[config.mk]
export PLATFORM = sky130hd
export DESIGN_NAME = sptc_top
export DESIGN_NICKNAME = d
export VERILOG_FILES = /design/src/common/sptc_pkg.sv /design/src/hw/sptc_top.sv
export SDC_FILE = /design/constraint.sdc
export NUM_CORES = 1
export LEC_CHECK = 0
export BUFFER_PORTS_ARGS = -buffer_cell sky130_fd_sc_hd__buf_2
export CAP_MARGIN = 20
export CORE_MARGIN = 5
export CORE_UTILIZATION = 60
export DETAILED_ROUTE_END_ITERATION = 16
export PLACE_DENSITY = 0.79
export SETUP_SLACK_MARGIN = 0.02
export SLEW_MARGIN = 40
export SYNTH_ARGS = -nofsm -noshare
export SYNTH_HDL_FRONTEND = slang
export SYNTH_SLANG_ARGS = --single-unit
[constraint.sdc]
create_clock -name i_clk -period 2.7 [get_ports i_clk]
set_input_delay 0.405 -clock i_clk [delete_from_list [all_inputs] [get_ports i_clk]]
set_output_delay 0.405 -clock i_clk [all_outputs]
set_load 0.05 [all_outputs]
[src/common/sptc_pkg.sv]
// Package with register map, field layout and encodings of the split timer.
package sptc_pkg;
    // Register offsets.
    localparam logic [7:0] ADDR_CLOCK_SOURCE_FIELD = 8'h00;
    localparam logic [7:0] ADDR_CMPEN = 8'h01;
    localparam logic [7:0] ADDR_CMPVAL = 8'h02;
    localparam logic [7:0] ADDR_WIDTH_MODE_FIELD = 8'h04;
    localparam logic [7:0] ADDR_UNFLVL = 8'h06;
    localparam logic [7:0] ADDR_CMPLVL = 8'h07;
    localparam logic [7:0] ADDR_CMD = 8'h08;
    // Period, compare, count and flag registers of my own choosing.
    localparam logic [7:0] ADDR_FLAGS = 8'h0c;
    localparam logic [7:0] ADDR_LOW_COUNTER_VALUE = 8'h20;
    localparam logic [7:0] ADDR_HIGH_COUNTER_VALUE = 8'h21;
    localparam logic [7:0] ADDR_HPER = 8'h26;
    localparam logic [7:0] ADDR_LPER = 8'h27;
    localparam logic [7:0] ADDR_LCMP0 = 8'h28;
    localparam logic [7:0] ADDR_HCMP0 = 8'h2c;
    // Reset values.
    localparam logic [7:0] RST_BYTE = 8'h00;
    localparam logic [3:0] RST_NIB = 4'h0;
    localparam logic [1:0] RST_TWO = 2'h0;
    // Clock select codes.
    localparam logic [3:0] CLK_OFF = 4'h0;
    localparam int PRESC_W = 10;
    // Commands and targets.
    localparam logic [1:0] CMD_NONE = 2'h0;
    localparam logic [1:0] CMD_RESTART = 2'h2;
    localparam logic [1:0] CMD_RESET = 2'h3;
    localparam logic [1:0] TGT_LOW = 2'h1;
    localparam logic [1:0] TGT_HIGH = 2'h2;
    localparam logic [1:0] TGT_BOTH = 2'h3;
    // Byte mode codes.
    localparam logic [1:0] MODE_NORMAL = 2'h0;
    localparam logic [1:0] MODE_UPPER_ZERO = 2'h1;
    localparam logic [1:0] MODE_DUAL = 2'h2;
    // Width of a level field and number of channels per byte counter.
    localparam int LVL_W = 2;
    localparam int NCH = 4;

    // Register bus request carried as one struct.
    typedef struct packed {
        logic [7:0] addr;
        logic [7:0] wdata;
        logic wr;
        logic rd;
    } sptc_bus_t;

    // Command written to the command register.
    typedef struct packed {
        logic [1:0] cmd;
        logic [1:0] target;
    } sptc_cmd_t;
endpackage

[src/hw/sptc_top.sv]
// Split dual eight-bit down timer: control registers, commands and counters.
`timescale 1ns/10ps

// Summary of operation
// - Commands act in the write cycle itself.
// - Code 10 restarts targeted counter periods.
// - Restart zeroes count and outputs.
// - Code 11 returns all registers to reset.
// - Reset command ignored unless clock stopped.
// - Codes 00/01 do nothing; command reads zero.
// - Clock select picks prescaler tap or event.
// - One clock selection drives both counters.
// - Enable bits gate waveform onto pin override.
// - Value bits give direct output access when stopped.
// - Byte mode selects normal or dual counters.
// - Upper-zero mode clears high byte each tick.
// - High underflow level field requests interrupt.
// - Low underflow level field requests interrupt.
// - Compare level fields request per-channel interrupts.
// - Reserved bits read zero, ignore writes.
// - Target 01 low, 10 high, 11 both.
// - Underflow flag sets at bottom, clears on ack.
// - Count down, reload from period after bottom.
// - Output set on match, cleared at bottom.
module sptc_top #(
    parameter int PW = sptc_pkg::PRESC_W
) (
    input wire logic i_clk,
    input wire logic i_rst,
    input wire sptc_pkg::sptc_bus_t i_bus,
    input wire logic [7:0] i_evt,
    input wire logic [5:0] i_irq_ack,
    output logic [7:0] o_rdata,
    output logic [7:0] o_ovr_en,
    output logic [7:0] o_wave,
    output logic [1:0] o_irq_lvl_lunf,
    output logic [1:0] o_irq_lvl_hunf,
    output logic [7:0] o_irq_lvl_cmp
);
    // Control registers.
    logic [3:0] clk_sel_q;
    logic [7:0] cmp_en_q;
    logic [1:0] byte_mode_q;
    logic [3:0] unf_lvl_q;
    logic [7:0] cmp_lvl_q;
    // Counter state, period and compare values.
    logic [7:0] low_counter_value_q;
    logic [7:0] high_counter_value_q;
    logic [7:0] lper_q;
    logic [7:0] hper_q;
    logic [7:0] lcmp_q [sptc_pkg::NCH];
    logic [7:0] hcmp_q [sptc_pkg::NCH];
    // Waveform outputs: high channels in 7:4, low in 3:0.
    logic [7:0] wave_q;
    // Flags: compare 7:4, high underflow 1, low underflow 0.
    logic [7:0] flags_q;
    // Prescaler and event synchronisers.
    logic [PW-1:0] presc_q;
    logic [7:0] evt_s1_q;
    logic [7:0] evt_s2_q;
    logic [7:0] evt_s3_q;
    logic tick;
    // Decoded bus accesses.
    sptc_pkg::sptc_cmd_t cmd;
    logic cmd_wr;
    logic hard_rst;
    logic restart_l;
    logic restart_h;
    logic running;
    logic l_bottom;
    logic h_bottom;

    assign running = (clk_sel_q != sptc_pkg::CLK_OFF);
    assign cmd = i_bus.wdata[3:0];
    // Command acts in the cycle of the write itself.
    assign cmd_wr = i_bus.wr && (i_bus.addr == sptc_pkg::ADDR_CMD);
    // Reset only while stopped; codes 00 and 01 fall through.
    assign hard_rst = cmd_wr && (cmd.cmd == sptc_pkg::CMD_RESET) && !running;
    // Restart targets decoded; target 00 selects nothing.
    assign restart_l = cmd_wr && (cmd.cmd == sptc_pkg::CMD_RESTART) &&
        (cmd.target == sptc_pkg::TGT_LOW || cmd.target == sptc_pkg::TGT_BOTH);
    assign restart_h = cmd_wr && (cmd.cmd == sptc_pkg::CMD_RESTART) &&
        (cmd.target == sptc_pkg::TGT_HIGH ||
         cmd.target == sptc_pkg::TGT_BOTH);
    assign l_bottom = (low_counter_value_q == sptc_pkg::RST_BYTE);
    assign h_bottom = (high_counter_value_q == sptc_pkg::RST_BYTE);

    // Peripheral clock prescaler, held at zero while the clock select is off.
    always_ff @(posedge i_clk) begin
        if (i_rst || hard_rst || !running) begin
            presc_q <= '0;
        end else begin
            presc_q <= presc_q + 1'b1;
        end
    end

    // Event inputs pass two flops; the third gives the edge.
    always_ff @(posedge i_clk) begin
        if (i_rst) begin
            evt_s1_q <= sptc_pkg::RST_BYTE;
            evt_s2_q <= sptc_pkg::RST_BYTE;
            evt_s3_q <= sptc_pkg::RST_BYTE;
        end else begin
            evt_s1_q <= i_evt;
            evt_s2_q <= evt_s1_q;
            evt_s3_q <= evt_s2_q;
        end
    end

    // One shared count tick from the selected source.
    always_comb begin
        tick = 1'b0;
        if (clk_sel_q[3]) begin
            tick = evt_s2_q[clk_sel_q[2:0]] && !evt_s3_q[clk_sel_q[2:0]];
        end else begin
            unique case (clk_sel_q[2:0])
                3'h0: tick = 1'b0;
                3'h1: tick = 1'b1;
                3'h2: tick = &presc_q[0:0];
                3'h3: tick = &presc_q[1:0];
                3'h4: tick = &presc_q[2:0];
                3'h5: tick = &presc_q[5:0];
                3'h6: tick = &presc_q[7:0];
                3'h7: tick = &presc_q[PW-1:0];
            endcase
        end
    end

    // Control registers; reserved bits are never stored.
    always_ff @(posedge i_clk) begin
        if (i_rst || hard_rst) begin
            clk_sel_q <= sptc_pkg::RST_NIB;
            cmp_en_q <= sptc_pkg::RST_BYTE;
            byte_mode_q <= sptc_pkg::RST_TWO;
            unf_lvl_q <= sptc_pkg::RST_NIB;
            cmp_lvl_q <= sptc_pkg::RST_BYTE;
        end else if (i_bus.wr) begin
            unique case (i_bus.addr)
                sptc_pkg::ADDR_CLOCK_SOURCE_FIELD: clk_sel_q <= i_bus.wdata[3:0];
                sptc_pkg::ADDR_CMPEN: cmp_en_q <= i_bus.wdata;
                sptc_pkg::ADDR_WIDTH_MODE_FIELD: byte_mode_q <= i_bus.wdata[1:0];
                sptc_pkg::ADDR_UNFLVL: unf_lvl_q <= i_bus.wdata[3:0];
                sptc_pkg::ADDR_CMPLVL: cmp_lvl_q <= i_bus.wdata;
                default: ;
            endcase
        end
    end

    // Period and compare registers.
    always_ff @(posedge i_clk) begin
        if (i_rst || hard_rst) begin
            lper_q <= sptc_pkg::RST_BYTE;
            hper_q <= sptc_pkg::RST_BYTE;
            for (int i = 0; i < sptc_pkg::NCH; i++) begin
                lcmp_q[i] <= sptc_pkg::RST_BYTE;
                hcmp_q[i] <= sptc_pkg::RST_BYTE;
            end
        end else if (i_bus.wr) begin
            if (i_bus.addr == sptc_pkg::ADDR_LPER) begin
                lper_q <= i_bus.wdata;
            end
            if (i_bus.addr == sptc_pkg::ADDR_HPER) begin
                hper_q <= i_bus.wdata;
            end
            for (int i = 0; i < sptc_pkg::NCH; i++) begin
                if (i_bus.addr == sptc_pkg::ADDR_LCMP0 + 8'(i)) begin
                    lcmp_q[i] <= i_bus.wdata;
                end
                if (i_bus.addr == sptc_pkg::ADDR_HCMP0 + 8'(i)) begin
                    hcmp_q[i] <= i_bus.wdata;
                end
            end
        end
    end

    // Low counter: write wins, then restart, then count and reload.
    always_ff @(posedge i_clk) begin
        if (i_rst || hard_rst) begin
            low_counter_value_q <= sptc_pkg::RST_BYTE;
        end else if (i_bus.wr && i_bus.addr == sptc_pkg::ADDR_LOW_COUNTER_VALUE) begin
            low_counter_value_q <= i_bus.wdata;
        end else if (restart_l) begin
            low_counter_value_q <= sptc_pkg::RST_BYTE;
        end else if (tick) begin
            low_counter_value_q <= l_bottom ? lper_q : low_counter_value_q - 8'h01;
        end
    end

    // High counter; upper-zero mode clears it on every tick.
    always_ff @(posedge i_clk) begin
        if (i_rst || hard_rst) begin
            high_counter_value_q <= sptc_pkg::RST_BYTE;
        end else if (i_bus.wr && i_bus.addr == sptc_pkg::ADDR_HIGH_COUNTER_VALUE) begin
            high_counter_value_q <= i_bus.wdata;
        end else if (restart_h) begin
            high_counter_value_q <= sptc_pkg::RST_BYTE;
        end else if (tick && byte_mode_q == sptc_pkg::MODE_UPPER_ZERO) begin
            high_counter_value_q <= sptc_pkg::RST_BYTE;
        end else if (tick && byte_mode_q == sptc_pkg::MODE_DUAL) begin
            high_counter_value_q <= h_bottom ? hper_q : high_counter_value_q - 8'h01;
        end
    end

    // Waveform generators, one per channel of each byte counter.
    for (genvar c = 0; c < sptc_pkg::NCH; c++) begin : g_wave
        always_ff @(posedge i_clk) begin
            if (i_rst || hard_rst) begin
                wave_q[c] <= 1'b0;
                wave_q[c+sptc_pkg::NCH] <= 1'b0;
            end else if (!running && i_bus.wr &&
                         i_bus.addr == sptc_pkg::ADDR_CMPVAL) begin
                // Direct access only while stopped.
                wave_q[c] <= i_bus.wdata[c];
                wave_q[c+sptc_pkg::NCH] <= i_bus.wdata[c+sptc_pkg::NCH];
            end else begin
                if (restart_l) begin
                    wave_q[c] <= 1'b0;
                end else if (tick && l_bottom) begin
                    wave_q[c] <= 1'b0;
                end else if (tick && low_counter_value_q == lcmp_q[c]) begin
                    wave_q[c] <= 1'b1;
                end
                if (restart_h) begin
                    wave_q[c+sptc_pkg::NCH] <= 1'b0;
                end else if (tick && h_bottom) begin
                    wave_q[c+sptc_pkg::NCH] <= 1'b0;
                end else if (tick && high_counter_value_q == hcmp_q[c]) begin
                    wave_q[c+sptc_pkg::NCH] <= 1'b1;
                end
            end
        end
    end

    // Flags: hardware set wins over a write-one or vector clear.
    always_ff @(posedge i_clk) begin
        if (i_rst || hard_rst) begin
            flags_q <= sptc_pkg::RST_BYTE;
        end else begin
            for (int b = 0; b < 8; b++) begin
                if (b == 2 || b == 3) begin
                    flags_q[b] <= 1'b0;
                end else if ((b == 0 && tick && l_bottom) ||
                             (b == 1 && tick && h_bottom &&
                              byte_mode_q == sptc_pkg::MODE_DUAL) ||
                             (b > 3 && tick && low_counter_value_q == lcmp_q[b-4])) begin
                    flags_q[b] <= 1'b1;
                end else if ((i_bus.wr && i_bus.addr == sptc_pkg::ADDR_FLAGS
                              && i_bus.wdata[b]) ||
                             i_irq_ack[(b > 3) ? b - 2 : b & 1]) begin
                    flags_q[b] <= 1'b0;
                end
            end
        end
    end

    // Interrupt requests carry their level; zero level is none.
    always_ff @(posedge i_clk) begin
        if (i_rst) begin
            o_irq_lvl_lunf <= sptc_pkg::RST_TWO;
            o_irq_lvl_hunf <= sptc_pkg::RST_TWO;
            o_irq_lvl_cmp <= sptc_pkg::RST_BYTE;
        end else begin
            o_irq_lvl_lunf <= flags_q[0] ? unf_lvl_q[1:0] : 2'h0;
            o_irq_lvl_hunf <= flags_q[1] ? unf_lvl_q[3:2] : 2'h0;
            for (int i = 0; i < sptc_pkg::NCH; i++) begin
                o_irq_lvl_cmp[2*i+:2] <= flags_q[4+i] ?
                    cmp_lvl_q[2*i+:2] : 2'h0;
            end
        end
    end

    // Pin override and waveform outputs.
    always_ff @(posedge i_clk) begin
        if (i_rst) begin
            o_ovr_en <= sptc_pkg::RST_BYTE;
            o_wave <= sptc_pkg::RST_BYTE;
        end else begin
            o_ovr_en <= cmp_en_q;
            o_wave <= wave_q & cmp_en_q;
        end
    end

    // Read data one cycle after the strobe; command and reserved read 0.
    always_ff @(posedge i_clk) begin
        if (i_rst) begin
            o_rdata <= sptc_pkg::RST_BYTE;
        end else if (i_bus.rd) begin
            unique case (i_bus.addr)
                sptc_pkg::ADDR_CLOCK_SOURCE_FIELD: o_rdata <= {4'h0, clk_sel_q};
                sptc_pkg::ADDR_CMPEN: o_rdata <= cmp_en_q;
                sptc_pkg::ADDR_CMPVAL: o_rdata <= wave_q;
                sptc_pkg::ADDR_WIDTH_MODE_FIELD: o_rdata <= {6'h00, byte_mode_q};
                sptc_pkg::ADDR_UNFLVL: o_rdata <= {4'h0, unf_lvl_q};
                sptc_pkg::ADDR_CMPLVL: o_rdata <= cmp_lvl_q;
                sptc_pkg::ADDR_FLAGS: o_rdata <= flags_q;
                sptc_pkg::ADDR_LOW_COUNTER_VALUE: o_rdata <= low_counter_value_q;
                sptc_pkg::ADDR_HIGH_COUNTER_VALUE: o_rdata <= high_counter_value_q;
                sptc_pkg::ADDR_LPER: o_rdata <= lper_q;
                sptc_pkg::ADDR_HPER: o_rdata <= hper_q;
                default: o_rdata <= 8'h00;
            endcase
        end else begin
            o_rdata <= 8'h00;
        end
    end

    // Checks on command, counter and output behaviour.
    AST_RESET_IGNORED: assert property (@(posedge i_clk) disable iff (i_rst)
        cmd_wr && cmd.cmd == sptc_pkg::CMD_RESET && running
        |=> clk_sel_q == $past(clk_sel_q))
        else $error("reset command acted while running");
    AST_RESET_CLEARS: assert property (@(posedge i_clk) disable iff (i_rst)
        hard_rst |=> clk_sel_q == 4'h0 && cmp_en_q == 8'h00)
        else $error("reset command left registers set");
    AST_RESTART_LOW: assert property (@(posedge i_clk) disable iff (i_rst)
        restart_l && !(i_bus.addr == sptc_pkg::ADDR_LOW_COUNTER_VALUE)
        |=> low_counter_value_q == 8'h00 && wave_q[3:0] == 4'h0)
        else $error("restart did not clear low counter");
    AST_RELOAD: assert property (@(posedge i_clk) disable iff (i_rst)
        tick && l_bottom && !i_bus.wr && !cmd_wr |=> low_counter_value_q == $past(lper_q))
        else $error("low counter did not reload");
    AST_UPPER_ZERO: assert property (@(posedge i_clk) disable iff (i_rst)
        tick && byte_mode_q == sptc_pkg::MODE_UPPER_ZERO && !i_bus.wr
        |=> high_counter_value_q == 8'h00)
        else $error("upper byte not cleared");
    AST_VALUE_LOCKED: assert property (@(posedge i_clk) disable iff (i_rst)
        running && !tick && !cmd_wr |=> wave_q == $past(wave_q))
        else $error("waveform changed without tick");
    AST_CMD_READ_ZERO: assert property (@(posedge i_clk) disable iff (i_rst)
        i_bus.rd && i_bus.addr == sptc_pkg::ADDR_CMD |=> o_rdata == 8'h00)
        else $error("command field read nonzero");
    AST_IRQ_LEVEL: assert property (@(posedge i_clk) disable iff (i_rst)
        flags_q[0] |=> o_irq_lvl_lunf == $past(unf_lvl_q[1:0]))
        else $error("low underflow request level wrong");
    AST_OVERRIDE: assert property (@(posedge i_clk) disable iff (i_rst)
        ##1 (o_wave & ~o_ovr_en) == 8'h00)
        else $error("wave on disabled channel");
    COV_RESTART: cover property (@(posedge i_clk) restart_l && restart_h);
    COV_RESET: cover property (@(posedge i_clk) hard_rst);
    COV_UNDERFLOW: cover property (@(posedge i_clk) tick && l_bottom);
    COV_EVENT: cover property (@(posedge i_clk) tick && clk_sel_q[3]);
endmodule

==> run summary, run 1 <==
Starting density of the core - 61.1%
Startpoint Class - flip-flop
Util after Layout - 69.7%
Worst hold path type - input pin to flip-flop
CTS clk-pin slew, worst paths - 0.06 ns
DRC Markers - 0
Cts hold-fix bufs - 0
Setup TNS - 0 ns
Family with the most delay on the worst path - compound AO/OA/AOI/OAI gates
Worst vdd rail ir drop - 0.409 mV
Port Buf Inserts - 69
Cts repair resizes - 0
Most frequent cells in the layout - 142 x dfxtp_1, 75 x nor2_1, 73 x nand2_1, 71 x and2_1, 69 x buf_2
Worst slew margin - 48.8%
Slew Limit Fails - 0
Sequential area share after synthesis - 49.1%
Synth area leader - dfxtp_1
Place WS - 0.130 ns
Synthesis Warnings - 0
Worst skew pair latency - 0.50 ns
Slew of the pin with the lowest slew margin - 0.765 ns
Worst reg2reg endpoint - low_counter_value_q[7]
Net Sw Power - 1.44 mW
Clock power frac - 44.3%
Asr flop ratio synth - 0%
Fraction of layout cells with a size suffix above 1 - 16.9%
Syn_area_per_cell - 9.78 µm²
Post-Synthesis Cell Area - 0.00970 mm²
Synth top area cells - dfxtp_1 29%, edfxtp_1 20%, and2_1 4.6%, xnor2_1 3.5%, xor2_1 3.4%
Pleak - 4.29 nW
WP buf/inv - 0
Syn_nets - 1032
#FFs+latches synth - 206
Sequential share of power - 50.7%
Power per cell area - 585 mW/mm²
Antenna diodes - 0
Worst-path cell chain - ha_1, and4_1, nand2_1, o311a_1, o21a_1, and2_0, a221oi_2
First-pass DRT Iterations - 6
CTS Buffer Depth - 3
Core box area - 0.0159 mm²
Combinational Power Share - 5.0%
Worst setup margin - 0.308 ns
Required @ worst endpoint - 3.10 ns
CTS sink cnt - 206
FILL cells - 1229
Top cell type's share of synthesized area - 29.3%
Clk_skew - 0.0156 ns
Overflow after GRT - 0
Drt total wl - 25.6 mm
Post-synth top flop - dfxtp_1
# nets final - 1101
R2R Setup Slk - 0.31 ns
DIE WIDTH - 137 µm
Number of enable flip-flop cells after synthesis - 64
Total GRT Usage - 26.7%
Critical path depth - 7
Cells after Synth - 992
IO Count - 70
Largest net degree at the start of global routing - 49
Via-per-instance ratio - 6.09
GP Congestion - 0.974
Period Utilization, post-route - 88.6%
CP Launch Point - presc_q[0]
Crit-path max cell delay - 0.42 ns
CTS tree - built
Worst Setup End Kind - flip-flop
Setup crit end - low_counter_value_q[7]
Initial antenna violation count - 0
Worst Path Arrival - 2.80 ns
Post-route ant nets - 0
Post-CTS setup buffers - 0
Avg WL per Cell - 19.8 µm
Core Rows - 46
Area Overhead vs Synth - 14.0%
Fmax - 418 MHz
CTS Buf Count - 21
CP Max Fanout - 8
Clk root buf - clkbuf_16
RSZ-0062 raised after global routing - no
Reg-to-Reg Start - presc_q[0]
Slowest-stage cell, CP - and2_0
Max Cap Viol - 0
Most common cell after layout, fill and taps aside - dfxtp_1
DIE HEIGHT - 137 µm
Internal - 5.04 mW
DIE AREA - 0.0188 mm²
Worst r2r path cells - 7
H-tree lvl count - 1
Sw Ratio - 22.2%
Synth unique cells - 78
WS Path Type - flip-flop to flip-flop
Routed via count - 7861
Hold Fails Final Rpt - 0
Initial DRC Count - 903
Min Tclk post-route - 2.39 ns
Final setup vio count - 0
Vias in the first global route - 7288
Dpl hpwl - 17.7 mm
Status - finished clean
First-pass GRT wire length - 39.1 mm
-- cells by family after synthesis --
family                   after synthesis  synth area share [%]
XOR/XNOR                              77                  6.95
buffers and inverters                 85                  3.80
adder cells (fa/ha/maj)                6                 0.774
AND/OR/NAND/NOR                      405                  22.8
AO/OA/AOI/OAI                        180                  12.8
multiplexers                          33                  3.70
flip-flops                           206                  49.1
-- Yosys cell counts (5+ instances only) --
cell type  count
dfxtp_1      142
nor2_1        75
nand2_1       73
and2_1        71
edfxtp_1      64
a21oi_1       56
nor2b_1       39
xnor2_1       39
clkbuf_1      38
xor2_1        38
nand3_1       36
o21ai_0       30
mux2i_1       28
buf_2         22
nor3_1        20
nand2b_1      17
a22o_1        15
inv_1         14
nand4_1       14
nor4_1        14
and3b_1       12
a22oi_1       11
a31oi_1        9
a221oi_2       8
o211ai_1       7
ha_1           6
buf_1          5
-- cell type report --
class,instances,area [µm²],share of cell area [%]
Sequential cell,206,4760,43.1
Multi-Input combinational cell,701,4580,41.4
Clock buffer,26,596,5.38
Tap cell,216,270,2.44
Timing Repair Buffer,116,711,6.42
Clock inverter,11,91.3,0.825
Inverter,15,56.3,0.509
-- power groups by stage --
stage                     registers, mW  clock network, mW  logic (mW)
after floorplan                    3.34                  0       0.195
after global placement             3.35                  0       0.312
after detailed placement           3.35                  0       0.317
after CTS                          3.28               2.90       0.320
after global routing               3.29               3.01       0.345
final                              3.28               2.87       0.325
-- sequential cells by signal, indices dropped and copies added, names as in the netlist, 4 cells and up --
register / cells
o_ovr_en: 8
evt_s1_q: 8
high_counter_value_q: 8
low_counter_value_q: 8
hcmp_q: 32
lcmp_q: 32
wave_q: 8
hper_q: 8
presc_q: 10
unf_lvl_q: 4
clk_sel_q: 4
o_wave: 8
o_rdata: 8
cmp_en_q: 8
flags_q: 6
lper_q: 8
evt_s2_q: 8
cmp_lvl_q: 8
evt_s3_q: 8
o_irq_lvl_cmp: 8
-- stage by stage --
| step | std cells | total power [mW] | instance area (µm²) | hold WS [ns] |
|---|---|---|---|---|
| after floorplan | 992 | 3.54 | 9700 | 0.414 |
| after global placement | 1254 | 3.66 | 10400 | 0.417 |
| after detailed placement | 1254 | 3.67 | 10400 | 0.427 |
| after CTS | 1291 | 6.50 | 11100 | 0.109 |
| after global routing | 1291 | 6.65 | 11100 | 0.127 |
| final | 1291 | 6.48 | 11100 | 0.120 |
-- routing by layer --
layer / vias up / global-route usage, % / routed length (µm) / share of wire (%)
met5: - / 0 / 0 / 0
met2: 428 / 43.6 / 11800 / 46
met3: 76 / 3.62 / 2520 / 9.9
met1: 3704 / 36.0 / 10300 / 40
li1: 3653 / - / - / -
met4: 0 / 11.1 / 934 / 3.7
-- worst min-delay path by stage --
stage / start / to / slack [ns] / cells after the start
after floorplan: evt_s1_q[0] / evt_s2_q[0] / 0.41 / 1
after detailed placement: evt_s1_q[2] / evt_s2_q[2] / 0.43 / 1
after CTS: i_evt[2] / evt_s1_q[2] / 0.11 / 2
after global routing: i_evt[7] / evt_s1_q[7] / 0.13 / 2
final: i_evt[6] / evt_s1_q[6] / 0.12 / 2
after global placement: evt_s1_q[5] / evt_s2_q[5] / 0.42 / 1
(Power assumes the default switching activity.)
==> inputs of run 2 (changes only) <==
- ABC_AREA: not set -> 1
==> run summary, run 2 <==
Total GRT Usage - 27.5% (+0.75 points)
Simple-Gate Fraction of Synth Area - 24.2% (+1.4 points)
First-pass GRT wire length - 39.6 mm (+1.1%)
R2R Setup Slk - 0.58 ns (+0.28 ns)
Fraction of layout cells with a size suffix above 1 - 13.3% (-3.6 points)
GR met2 Demand/Resource - 44.5% (+0.93 points)
Initial antenna violation count - 0 (unchanged)
DIE WIDTH - 136 µm (-1.1%)
Dpl hpwl - 18.0 mm (+1.6%)
Routed via count - 8287 (+5.4%)
Biggest regs - hcmp_q (32), lcmp_q (32), presc_q (10)
Worst skew pair latency - 0.50 ns (about the same)
CP Max Fanout - 8 (unchanged)
CTS sink cnt - 206 (unchanged)
Most frequent cells in the layout - 195 x nand2_1, 184 x nor2_1, 142 x dfxtp_1, 121 x inv_1, 76 x a21oi_1
Asr flop ratio synth - 0% (unchanged)
Post-Synthesis Cell Area - 0.00947 mm² (-2.4%)
Top-count cell post-synth - nand2_1
Period Utilization, post-route - 78.4% (-10 points)
Core box area - 0.0157 mm² (-1.4%)
Hold Fails Final Rpt - 0 (unchanged)
Worst slew margin - 49.3% (+0.54 points)
Min Tclk post-route - 2.12 ns (-0.277 ns)
Worst hold path type - input pin to flip-flop
Via-per-instance ratio - 5.67 (-6.9%)
Hold Path End - evt_s1_q[7]
WS Path Type - flip-flop to flip-flop
Initial DRC Count - 952 (+5.4%)
Worst vdd rail ir drop - 0.713 mV (+74%)
Syn_area_per_cell - 8.09 µm² (-17%)
DIE HEIGHT - 136 µm (-1.1%)
Post-synth top cells - 195 x nand2_1, 184 x nor2_1, 142 x dfxtp_1
Status - finished clean
Synth Area in Compound Gates - 10.5% (-2.3 points)
Sequential share of power - 51.3% (+0.6 points)
Largest net degree at the start of global routing - 53 (+8.2%)
Worst Setup End Kind - flip-flop
Synth unique cells - 42 (-46%)
Cts hold-fix bufs - 0 (unchanged)
First-pass DRT Iterations - 5 (-1)
Placed Cells - 1425 (+14%)
Met3 Use GR - 4.98% (+1.4 points)
FILL cells - 1283 (+4.4%)
Combinational Power Share - 4.7% (-0.3 points)
Cell area after layout - 0.0107 mm² (-3.7%)
Family with the most delay on the worst path - compound AO/OA/AOI/OAI gates
Cells after Synth - 1170 (+18%)
Port Buf Inserts - 69 (unchanged)
Crit-path max cell delay - 0.57 ns (+0.15 ns)
HP Start - i_evt[7]
DIE AREA - 0.0184 mm² (-2.3%)
Vias in the first global route - 7566 (+3.8%)
Net Sw Power - 1.39 mW (-3.4%)
Setup TNS - 0 ns (unchanged)
Pleak - 4.28 nW (-0.15%)
Worst-path cell chain - inv_1, ha_1, nor3b_1, nand2_1, inv_1, a21oi_1, nand2_1, a21oi_1
Final setup vio count - 0 (unchanged)
Clk root buf - clkbuf_16
Max Cap Viol - 0 (unchanged)
IO Count - 70 (unchanged)
# nets final - 1272 (+16%)
DRC Markers - 0 (unchanged)
Required @ worst endpoint - 3.09 ns (about the same)
CTS Buffer Depth - 3 (unchanged)
Clk_skew - 0.0116 ns (-0.00398 ns)
Drt total wl - 25.3 mm (-0.99%)
GP Congestion - 0.971 (-0.30%)
M1 GR Usage - 36.0% (about the same)
Number of enable flip-flop cells after synthesis - 64 (unchanged)
Syn_nets - 1210 (+17%)
Hold depth - 3 (+1)
Worst reg2reg endpoint - wave_q[4]
Core Rows - 46 (unchanged)
H-tree lvl count - 1 (unchanged)
Avg WL per Cell - 17.3 µm (-13%)
Post-CTS setup buffers - 0 (unchanged)
Worst Path Arrival - 2.50 ns (-0.30 ns)
Starting density of the core - 60.5% (-0.61 points)
Area Overhead vs Synth - 12.6%
Clock power frac - 44.0% (-0.3 points)
Power per cell area - 600 mW/mm² (+2.6%)
Slew of the pin with the lowest slew margin - 0.755 ns (-0.0103 ns)
Antenna diodes - 0 (unchanged)
Dpl cell area - 0.00998 mm² (-3.8%)
Critical path depth - 8 (+1)
Worst r2r path cells - 8 (+1)
Fin cells - 1462 (+13%)
Sequential area share after synthesis - 50.3% (+1.2 points)
Fmax - 473 MHz (+13%)
Post-synth top flop - dfxtp_1
Slowest-stage cell, CP - dfxtp_1
Synth top area cells - dfxtp_1 30%, edfxtp_1 20%, nand2_1 7.7%, nor2_1 7.3%, xnor2_1 5.2%
Overflow after GRT - 0 (unchanged)
RSZ-0062 raised after global routing - no
Reg-to-Reg Start - high_counter_value_q[1]
Gr busiest metal - met2
Synth area leader - dfxtp_1
Cts repair resizes - 0 (unchanged)
CTS clk-pin slew, worst paths - 0.06 ns (about the same)
Slew Limit Fails - 0 (unchanged)
Post-synthesis mux area share - 0.106% (-3.6 points)
WP buf/inv - 2 (+2)
Internal - 5.01 mW (-0.61%)
CTS tree - built
Synthesis Warnings - 0 (unchanged)
#FFs+latches synth - 206 (unchanged)
XOR/XNOR Fraction of Synth Area - 6.20% (-0.75 points)
Most common cell after layout, fill and taps aside - nand2_1
Adder-cell share of the synthesized area - 0.793% (+0.019 points)
CTS Buf Count - 21 (unchanged)
Startpoint Class - flip-flop
Top cell type's share of synthesized area - 30.0% (+0.73 points)
Post-route ant nets - 0 (unchanged)
Largest family of logic cells by synthesized area - simple AND/OR/NAND/NOR gates
Sw Ratio - 21.7% (-0.49 points)
run 2: cell count changes in the layout (fill, tap and decap cells not counted), sizes merged, moves of 20 or more:
| cell | delta |
|---|---|
| nand2 | +132 |
| inv | +114 |
| nor2 | +113 |
| and2 | -71 |
| nor2b | -39 |
| buf | -28 |
| o21ai | +28 |
| mux2i | -27 |
| xor2 | -27 |
| o22ai | +24 |
| a21oi | +23 |
| nand4 | +20 |
run 2: worst register-to-register path, delay by kind of cell (launching register included):
family | cells | cell delay [ns]
and+or+nand+nor | 3 | 0.33
DFF | 1 | 0.57
buffers and inverters | 2 | 0.30
AOI/OAI and AO/OA | 2 | 0.61
adders and majority gates | 1 | 0.21
run 2: final cells by class:
type	instances	area, µm²	area share [%]
clock buffer	33	652	6.12
sequential	206	4760	44.7
tap	216	270	2.54
clock inverter	4	25.0	0.235
inverter	134	503	4.72
multi-input combinational	781	3950	37.1
timing repair buffer	88	488	4.58
run 2: kinds of logic after synthesis:
family          after synthesis
simple gates                526
xor+xnor                     67
fa+ha+maj                     6
flops                       206
mux                           1
compound gates              181
buf+inv                     183
run 2: power groups by stage:
stage	registers (mW)	clock network [mW]	logic, mW
2_1_floorplan	3.34	0	0.184
3_3_place_gp	3.35	0	0.286
3_5_place_dp	3.35	0	0.293
4_1_cts	3.28	2.83	0.294
5_1_grt	3.29	2.97	0.325
6_report	3.28	2.81	0.300
run 2: worst max path at each step:
stage	startpoint	endpoint	slack [ns]
6_report	high_counter_value_q[1]	wave_q[4]	0.58
5_1_grt	clk_sel_q[0]	high_counter_value_q[0]	0.42
4_1_cts	clk_sel_q[1]	hcmp_q[2][2]	0.62
3_5_place_dp	i_bus[14]	hcmp_q[2][4]	0.37
3_3_place_gp	i_bus[14]	hcmp_q[3][5]	0.20
2_1_floorplan	i_bus[14]	hcmp_q[0][0]	0.63
run 2: per-layer routing:
metal	part of all wire (%)	vias to the layer above
met5	0	-
li1	-	3937
met4	5.4	0
met1	39	3784
met2	46	463
met3	10	103
run 2: per-stage QoR:
stage               setup slack, ns  total power [mW]  utilization, %  hold WS (ns)
floorplan                     0.628              3.53               -         0.388
global placement              0.205              3.64            63.7         0.388
detailed placement            0.372              3.64            63.7         0.394
CTS                           0.616              6.41            68.1         0.101
global route                  0.422              6.59            68.1         0.115
finish                        0.584              6.40            68.1         0.116
